`src/brrm_map.svh`:
```
// Purpose: offsets, field positions and counts of the link message framer
// Assumes: byte-wide frames, payload index counted from zero
// Notes: offsets and type codes live here as macros; the data3 length and the one-byte reply lengths are literals in the framer
`ifndef BRRM_MAP_SVH
`define BRRM_MAP_SVH
`define BRRM_FCNT_FIRST 8'h00
`define BRRM_FCNT_LAST 8'h03
`define BRRM_DATA3_FIRST 8'h16
`define BRRM_DATA5_LAST 8'h27
`define BRRM_REQ_LAST 8'h30
`define BRRM_CODE_BYTES 8'h04
`define BRRM_KEY_BIT 7
`define BRRM_ENR_LAST 8'h03
`define BRRM_HDR_BYTES 8'h02
`define BRRM_T_REQ 8'h01
`define BRRM_T_ENR 8'h02
`define BRRM_T_RSP 8'h81
`define BRRM_T_FAIL 8'h82
`define BRRM_T_DONE 8'h83
`define BRRM_L1_HDR 8'ha5
`endif

```
`src/brrm_pkg.sv`:
```
// Purpose: types shared by the framer files
// Assumes: nothing beyond the map header
// Notes: byte stream struct carries data with frame delimiters
package brrm_pkg;
    typedef struct packed {
        logic [7:0] data;
        logic first;
        logic last;
    } brrm_byte_t;
    typedef struct packed {
        logic ok;
        logic key_b;
        logic [31:0] code;
        logic [7:0] fail_code;
    } brrm_result_t;
endpackage

```
`src/brrm_tx.sv`:
```
// Purpose: serialiser for outgoing frames, headers then payload
// Assumes: caller holds the payload stable while busy
// Notes: one byte per accepted ready cycle
`timescale 1ns/1ps
`include "brrm_map.svh"
module brrm_tx (
    input wire logic i_sys_clk,
    input wire logic i_rst,
    input wire logic i_start,
    input wire logic [7:0] i_type,
    input wire logic [7:0] i_len,
    input wire logic [39:0] i_payload,
    input wire logic i_ready,
    output brrm_pkg::brrm_byte_t o_byte,
    output logic o_valid,
    output logic o_busy
);
    import brrm_pkg::*;
    logic [7:0] idx;
    logic [7:0] next_idx;
    logic busy;
    logic next_busy;
    logic [7:0] total;
    logic [7:0] cur;
    // Byte pick: layer one then type header, ascending
    always_comb begin
        total = i_len + `BRRM_HDR_BYTES;
        if (idx == 8'h00)
            cur = `BRRM_L1_HDR;
        else if (idx == 8'h01)
            cur = i_type;
        else
            cur = i_payload[8'(39 - 8 * (idx - 8'h02)) -: 8];
        next_idx = idx;
        next_busy = busy;
        if (!busy && i_start) begin
            next_busy = 1'b1;
            next_idx = 8'h00;
        end else if (busy && i_ready) begin
            next_idx = idx + 8'h01;
            if (idx == total - 8'h01)
                next_busy = 1'b0;
        end
    end
    // State registers
    always_ff @(posedge i_sys_clk) begin
        if (i_rst) begin
            idx <= 8'h00;
            busy <= 1'b0;
        end else begin
            idx <= next_idx;
            busy <= next_busy;
        end
    end
    assign o_valid = busy;
    assign o_busy = busy;
    assign o_byte.data = busy ? cur : 8'h00;
    assign o_byte.first = busy && idx == 8'h00;
    assign o_byte.last = busy && idx == total - 8'h01;
endmodule // brrm_tx

```
`src/brrm_framer.sv`:
```
// Purpose: frame parser and reply builder of the security module link
// Assumes: incoming bytes come from same-clock logic, one per valid cycle
// Notes: integrity computation is outside; result arrives on i_result
`timescale 1ns/1ps
`include "brrm_map.svh"
module brrm_framer (
    input wire logic i_sys_clk,
    input wire logic i_rst,
    input brrm_pkg::brrm_byte_t i_rx,
    input wire logic i_rx_valid,
    input wire logic i_result_valid,
    input brrm_pkg::brrm_result_t i_result,
    input wire logic i_enr_done,
    input wire logic i_enr_new,
    input wire logic i_tx_ready,
    output logic o_rx_ready,
    output logic [31:0] o_frame_count,
    output logic [47:0] o_req_data3,
    output logic o_req_valid,
    output logic [15:0] o_challenge_reply_timeout,
    output logic [15:0] o_enrollment_request_timeout,
    output logic o_enr_start,
    output brrm_pkg::brrm_byte_t o_tx,
    output logic o_tx_valid
);
    import brrm_pkg::*;
    typedef enum logic [3:0] {
        S_HDR = 4'b0001,
        S_TYPE = 4'b0010,
        S_PAY = 4'b0100,
        S_WAIT = 4'b1000
    } brrm_state_t;
    brrm_state_t st, next_st;
    logic [7:0] ftype, next_ftype;
    logic [7:0] pos, next_pos;
    logic [31:0] fcnt, next_fcnt;
    logic [47:0] d3, next_d3;
    logic [31:0] tmo, next_tmo;
    logic [31:0] tout, next_tout;
    logic req_v, next_req_v;
    logic enr_v, next_enr_v;
    logic start, next_start;
    logic [7:0] ttype, next_ttype;
    logic [7:0] tlen, next_tlen;
    logic [39:0] tpay, next_tpay;
    logic tx_busy;
    logic rx_take;
    assign o_rx_ready = (st != S_WAIT);
    assign rx_take = i_rx_valid && o_rx_ready;
    // Parser and reply builder
    always_comb begin
        next_st = st;
        next_ftype = ftype;
        next_pos = pos;
        next_fcnt = fcnt;
        next_d3 = d3;
        next_tmo = tmo;
        next_tout = tout;
        next_req_v = 1'b0;
        next_enr_v = 1'b0;
        next_start = 1'b0;
        next_ttype = ttype;
        next_tlen = tlen;
        next_tpay = tpay;
        case (st)
            S_HDR: begin
                if (rx_take && i_rx.first && i_rx.data == `BRRM_L1_HDR)
                    next_st = S_TYPE;
            end
            S_TYPE: begin
                if (rx_take) begin
                    next_ftype = i_rx.data;
                    next_pos = 8'h00;
                    next_st = S_PAY;
                end
            end
            S_PAY: begin
                if (rx_take) begin
                    if (ftype == `BRRM_T_REQ && pos <= `BRRM_FCNT_LAST)
                        next_fcnt = {fcnt[23:0], i_rx.data};
                    if (ftype == `BRRM_T_REQ && pos >= `BRRM_DATA3_FIRST &&
                        pos < `BRRM_DATA3_FIRST + 8'h06)
                        next_d3 = {d3[39:0], i_rx.data};
                    if (ftype == `BRRM_T_ENR && pos <= `BRRM_ENR_LAST)
                        next_tmo = {tmo[23:0], i_rx.data};
                    next_pos = pos + 8'h01;
                    if (i_rx.last) begin
                        next_st = S_HDR;
                        // request ends at spare byte 48
                        if (ftype == `BRRM_T_REQ && pos == `BRRM_REQ_LAST) begin
                            next_req_v = 1'b1;
                            next_st = S_WAIT;
                        end
                        if (ftype == `BRRM_T_ENR && pos == `BRRM_ENR_LAST)
                        begin
                            // A cut enrolment frame never reaches the timeout outputs
                            next_enr_v = 1'b1;
                            next_tout = {tmo[23:0], i_rx.data};
                        end
                    end
                end
            end
            S_WAIT: begin
                if (i_result_valid && !tx_busy) begin
                    next_start = 1'b1;
                    next_st = S_HDR;
                    if (i_result.ok) begin
                        next_ttype = `BRRM_T_RSP;
                        next_tlen = `BRRM_CODE_BYTES + 8'h01;
                        next_tpay = {i_result.code, i_result.key_b, 7'h00};
                    end else begin
                        next_ttype = `BRRM_T_FAIL;
                        next_tlen = 8'h01;
                        next_tpay = {i_result.fail_code, 32'h0};
                    end
                end
            end
            default: next_st = S_HDR;
        endcase
        if (st != S_WAIT && i_enr_done && !tx_busy && !start) begin
            next_start = 1'b1;
            next_ttype = `BRRM_T_DONE;
            next_tlen = 8'h01;
            next_tpay = {i_enr_new, 39'h0};
        end
    end
    // Registers
    always_ff @(posedge i_sys_clk) begin
        if (i_rst) begin
            st <= S_HDR;
            ftype <= 8'h00;
            pos <= 8'h00;
            fcnt <= 32'h0;
            d3 <= 48'h0;
            tmo <= 32'h0;
            tout <= 32'h0;
            req_v <= 1'b0;
            enr_v <= 1'b0;
            start <= 1'b0;
            ttype <= 8'h00;
            tlen <= 8'h00;
            tpay <= 40'h0;
        end else begin
            st <= next_st;
            ftype <= next_ftype;
            pos <= next_pos;
            fcnt <= next_fcnt;
            d3 <= next_d3;
            tmo <= next_tmo;
            tout <= next_tout;
            req_v <= next_req_v;
            enr_v <= next_enr_v;
            start <= next_start;
            ttype <= next_ttype;
            tlen <= next_tlen;
            tpay <= next_tpay;
        end
    end
    assign o_frame_count = fcnt;
    assign o_req_data3 = d3;
    assign o_req_valid = req_v;
    assign o_challenge_reply_timeout = tout[31:16];
    assign o_enrollment_request_timeout = tout[15:0];
    assign o_enr_start = enr_v;
    // Serialiser
    brrm_tx u_tx (
        .i_sys_clk(i_sys_clk),
        .i_rst(i_rst),
        .i_start(start),
        .i_type(ttype),
        .i_len(tlen),
        .i_payload(tpay),
        .i_ready(i_tx_ready),
        .o_byte(o_tx),
        .o_valid(o_tx_valid),
        .o_busy(tx_busy)
    );
endmodule // brrm_framer

```
`config.mk`:
```
export PLATFORM = sky130hd
export DESIGN_NAME = brrm_framer
export DESIGN_NICKNAME = d
export VERILOG_FILES = /design/src/brrm_pkg.sv /design/src/brrm_tx.sv /design/src/brrm_framer.sv
export VERILOG_INCLUDE_DIRS = /design/src
export SDC_FILE = /design/constraint.sdc
export NUM_CORES = 1
export LEC_CHECK = 0
export BUFFER_PORTS_ARGS = -buffer_cell sky130_fd_sc_hd__buf_2
export CORE_ASPECT_RATIO = 0.6
export CORE_MARGIN = 5
export CORE_UTILIZATION = 55
export CTS_BUF_LIST = sky130_fd_sc_hd__clkbuf_16
export DETAILED_ROUTE_END_ITERATION = 6
export HOLD_SLACK_MARGIN = 0.15
export MAX_ROUTING_LAYER = met4
export PLACE_DENSITY_LB_ADDON = 0.05
export SETUP_SLACK_MARGIN = 0.1
export SLEW_MARGIN = 30
export SYNTH_ARGS = -nofsm -noshare
export SYNTH_HDL_FRONTEND = slang
export SYNTH_HIERARCHICAL = 1
export SYNTH_SLANG_ARGS = --single-unit
export TNS_END_PERCENT = 20
```
`constraint.sdc`:
```
create_clock -name i_sys_clk -period 4.4 [get_ports i_sys_clk]
set_input_delay 0.44 -clock i_sys_clk [delete_from_list [all_inputs] [get_ports i_sys_clk]]
set_output_delay 0.44 -clock i_sys_clk [all_outputs]
set_load 0.005 [all_outputs]
```
## Yosys cells after proc, flatten, opt, wreduce, memory -nomap -nowiden

Cells that the tools add are included.
W data, S select, Z words.

| operators by class | value |
|---|---|
| add/subtract/negate cells | 6 |
| order comparisons | 3 |
| eq/ne operators | 17 |
| shifts and indexed selects | 1 |
| muxes and demuxes | 33 |
| bitwise gates (word level) | 3 |
| reductions and logical operators | 38 |

Operators with widths:

| kind | number |
|---|---|
| $mux W40 | 4 |
| $mux W8 | 8 |
| $shiftx A47 B9 Y8 | 1 |
| $mux W4 | 6 |
| $logic_and A1 B1 Y1 | 17 |
| $add A8 B1 Y8 const B | 2 |
| $eq A8 B1 Y1 const B | 2 |
| $eq A8 B2 Y1 const B | 2 |
| $pmux W4 S4 | 1 |
| $pmux W8 S2 | 1 |
| $reduce_and A3 Y1 | 4 |
| $mux W1 | 11 |
| $ne A2 B2 Y1 const B | 5 |
| $reduce_bool A2 Y1 | 5 |
| $eq A8 B6 Y1 const B | 1 |
| $eq A8 B8 Y1 | 1 |
| $eq A8 B8 Y1 const B | 1 |
| $ge A8 B5 Y1 const B | 1 |
| $le A8 B2 Y1 const B | 1 |
| $logic_not A8 Y1 | 1 |
| $lt A8 B5 Y1 const B | 1 |
| $reduce_and A2 Y1 | 4 |
| $sub A6 B8 Y8 const A | 1 |
| $sub A8 B1 Y8 const B | 1 |
| other kinds (15) | 19 |

| word-level totals | value |
|---|---|
| register bits after elaboration | 219 |
| input bits | 59 |

## Longest topological paths before layout

| depth | value |
|---|---|
| depth after elaboration | 6 |
| gate-level depth with buffers | 8 |

## By module

The synthesis kept the hierarchy.

Modules (own cells, without submodules):

| module | times used | cells an instance | area an instance (µm²) |
|---|---|---|---|
| brrm_framer | 1 | 790 | 7676.1 |
| brrm_tx | 1 | 149 | 1263.7 |

## Least setup slack after synthesis

Ideal clock, no wire load.

| timing | value |
|---|---|
| path kind | register -> output |
| start | register u_tx.idx[0] |
| end | output port o_tx[2] (netlist bit) |
| arrival | 2.302 ns |
| data required time | 3.960 ns |
| setup slack | 1.658 ns |
| stages on the path, launching flop included | 9 |
| path buffers | 1 |
| cell sequence | dfxtp_1 > buf_2 > inv_1 > ha_1 > or2_2 > o211a_1 > a2111o_1 > or2_4 > o22ai_1 |

RTL lines:

| element | line | RTL |
|---|---|---|
| from (decl) | brrm_tx.sv:19 | `logic [7:0] idx;` |
| from (signal assigned) | brrm_tx.sv:51 | `idx <= next_idx;` |
| to (decl) | brrm_framer.sv:23 | `output brrm_pkg::brrm_byte_t o_tx,` |

==> results.py <==
metrics = {
    "clocking": {
        "post_cts_buffers": 0,
        "clkLatencyLatePin_ps": 480,
        "h-tree-depth": 1,
        "cts-resized-gates": 0,
        "clk_path_buf_depth": 3,
        "clockRootBuffer": "clkbuf_16",
        "clk_pin_slew_ps": 70,
        "cts_tree": "done",
        "cts.sinks": 205,
        "cts_hold_buf": 0,
        "cts_made_buffers": 19,
    },
    "final_layout": {
        "n_fill_cell": 1401,
        "diodes": 0,
        "area_delta_synth_final_pct": 17.8,
        "fin_nets": 1185,
        "postLayoutCellArea_um2": 10500,
        "drive_gt1_share_pct": 22.8,
    },
    "global_route": {
        "met1_usage_pct": 37.2,
        "grt_antenna_before_repair": 0,
        "use_met3_pct": 4.44,
        "grt_pass1_wl_um": 35400,
        "grt_util_all_layers_pct": 23.5,
        "grt_max_degree": 90,
        "grt_pass1_vias": 6688,
        "grtUsageMet2_pct": 30.8,
        "top_usage_layer": "met1",
        "gr-total-overflow": 0,
    },
    "worst_setup_path": {
        "endpoint_kind": "output pin",
        "cpMaxStageDelayCell": "a2111o_1",
        "startpoint_type": "register",
        "path_cells": "inv_1 > ha_1 > xnor2_2 > or3_1 > a2111o_1 > or2_4 > o22ai_1 > buf_2",
        "slowest_delay_ps": 510,
        "crit_fanout": 8,
        "cp_data_required_time_ps": 3960,
        "cp.arrival_ps": 2960,
        "critPathKind": "register to output pin",
    },
    "synth": {
        "synth-seq-area-share_pct": 45.9,
        "synthAdderAreaFrac_pct": 1.40,
        "synth_xor_area_share_pct": 2.04,
        "postSynthAreaPerCell_um2": 9.52,
        "ys_warn_count": 6,
        "synth_top_family_by_area": "simple AND/OR/NAND/NOR gates",
        "synth.top_cell.area_share_pct": 45.9,
        "synth_cells": 939,
        "synth_compound_area_share_pct": 9.84,
        "synth_cell_types": 74,
        "synthFlopType": "dfxtp_1",
        "yosysMostFrequentCell": "dfxtp_1",
        "yosys.area_share.simple_pct": 19.6,
        "synth_area_leaders": "dfxtp_1 46%, mux2i_1 15%, nand2_1 7.6%",
        "yosys-top-cells-count": "205 x dfxtp_1, 182 x nand2_1, 131 x mux2i_1, 61 x a21oi_1, 48 x nand3_1",
        "synth.cell_area_um2": 8940,
        "synth-edff-count": 0,
        "synth-seq-cells": 205,
        "synth_mux_area_share_pct": 16.8,
        "async_reset_ff_share_pct": 0,
        "yosys.area.top_type": "dfxtp_1",
    },
    "outcome": {
        "status": "finished clean",
    },
    "floorplanning": {
        "die_area_um2": 19000,
        "start_util_pct": 55.6,
        "ioPinCount": 185,
        "dieWidth_um": 175,
        "rows": 36,
        "core_um2": 16100,
        "die-height_um": 109,
    },
    "place": {
        "place_hpwl_um": 16100,
        "postPlaceCellArea_um2": 10000,
        "gp_congestion": 0.932,
        "io_buffers": 184,
    },
    "power_and_ir_drop": {
        "p_comb_share_pct": 4.5,
        "p_per_area_nw_per_um2": 331,
        "power.net_switching_uw": 785,
        "p_seq_share_pct": 53.6,
        "p_total_mw": 3.49,
        "power.leakage_nw": 4.31,
        "power.internal_mw": 2.70,
        "p_sw_share_pct": 22.5,
        "clock_power_share_pct": 41.9,
        "peakVddDrop_mv": 0.257,
    },
    "timing": {
        "fin_crit_sh_pct": 77.2,
        "tns_ps": 0,
        "fin_hold_ws_ps": 230,
        "fin_worst_skew_ps": 11.4,
        "setup_viol": 0,
        "clock.fmax_mhz": 294,
        "period_needed_ps": 3400,
        "drv_slew": 0,
        "max-slew-margin-rel_pct": 38.8,
        "tightest_slew_ps": 916,
        "grt_setup_unrepaired": "false",
        "finalHoldViolCount": 0,
    },
    "worst_hold_path": {
        "worstHoldPathType": "input pin to register",
    },
    "drt": {
        "antenna_left": 0,
        "num_vias": 7304,
        "drtIter0Drc": 606,
        "via_per_inst": 5.46,
        "wl_per_cell_um": 16.6,
        "route.detailed.drc": 0,
        "totalWireLength_um": 22300,
        "drt_first_pass_iters": 5,
    },
    "flow_run": {
        "cap_violations": 0,
    },
}
[final timing paths]
path           startpoint       end  slack, ps  depth (start not counted)
max           u_tx/idx[1]   o_tx[2]       1000                          8
min          i_result[30]  tpay[30]        230                          3
max reg2reg         st[2]  tout[15]       1930                          5
min reg2reg      tpay[31]  tpay[31]        450                          2
[flip-flops by register name, indices dropped and copies added, names as in the netlist]
register,cells
ftype,8
o_enr_start,1
o_frame_count,32
o_req_data3,48
o_req_valid,1
pos,8
st,4
start,1
tlen,1
tmo,24
tout,32
tpay,33
ttype,3
u_tx/idx,8
u_tx/o_busy,1
[power groups by stage]
stage / clock [mW] / combinational, mW / sequential (mW)
after floorplan: 0 / 0.0948 / 1.91
after global placement: 0 / 0.155 / 1.91
after detailed placement: 0 / 0.155 / 1.91
after CTS: 1.49 / 0.155 / 1.87
after global routing: 1.58 / 0.173 / 1.87
final: 1.46 / 0.158 / 1.87
[cell type report]
cell class	instances	area [µm²]	share of cell area (%)
clock buffer	19	475	4.51
clock inverter	14	60.1	0.570
inverter	16	62.6	0.594
multi-input combinational	683	4580	43.5
sequential	205	4100	39.0
tap	209	262	2.48
timing repair buffer	191	986	9.36
[metrics by stage]
stage                     std cells  setup slack, ps  utilization, %
after floorplan                 970             1660               -
after global placement         1304             1580            62.2
after detailed placement       1304             1520            62.2
after CTS                      1337             1000            65.5
after global routing           1337              795            65.5
final                          1337             1000            65.5
[critical path, delay by kind of cell, from the launching register on]
family | cells | cell delay (ps)
fa+ha+maj | 1 | 250
flops | 1 | 480
simple gates | 2 | 640
buf+inv | 2 | 280
compound gates | 2 | 670
xor+xnor | 1 | 160
[cell usage in the layout, fill, tap and decap left out, types with 14 or more instances in the layout]
cell,Yosys,final
dfxtp_1,205,205
buf_2,15,184
nand2_1,182,182
mux2i_1,131,131
a21oi_1,61,61
nand3_1,48,48
conb_1,1,32
nor2_1,28,27
inv_1,14,20
clkbuf_16,0,19
nor3_1,14,14
[cell families (layout without fill, tap and decap cells)]
group,Yosys count,count (layout)
other,1,32
DFF,205,205
muxes,139,139
AOI/OAI and AO/OA,135,135
xor gates and xnor gates,20,20
and+or+nand+nor,347,347
buffers and inverters,82,240
adders and majority gates,10,10
[per-layer routing]
| layer | wire, µm | vias to the layer above |
|---|---|---|
| li1 | - | 3658 |
| met2 | 8560 | 227 |
| met1 | 11700 | 3398 |
| met5 | 0 | - |
| met4 | 263 | 0 |
| met3 | 1740 | 21 |
No activity file was read; power rests on OpenSTA's default activity.
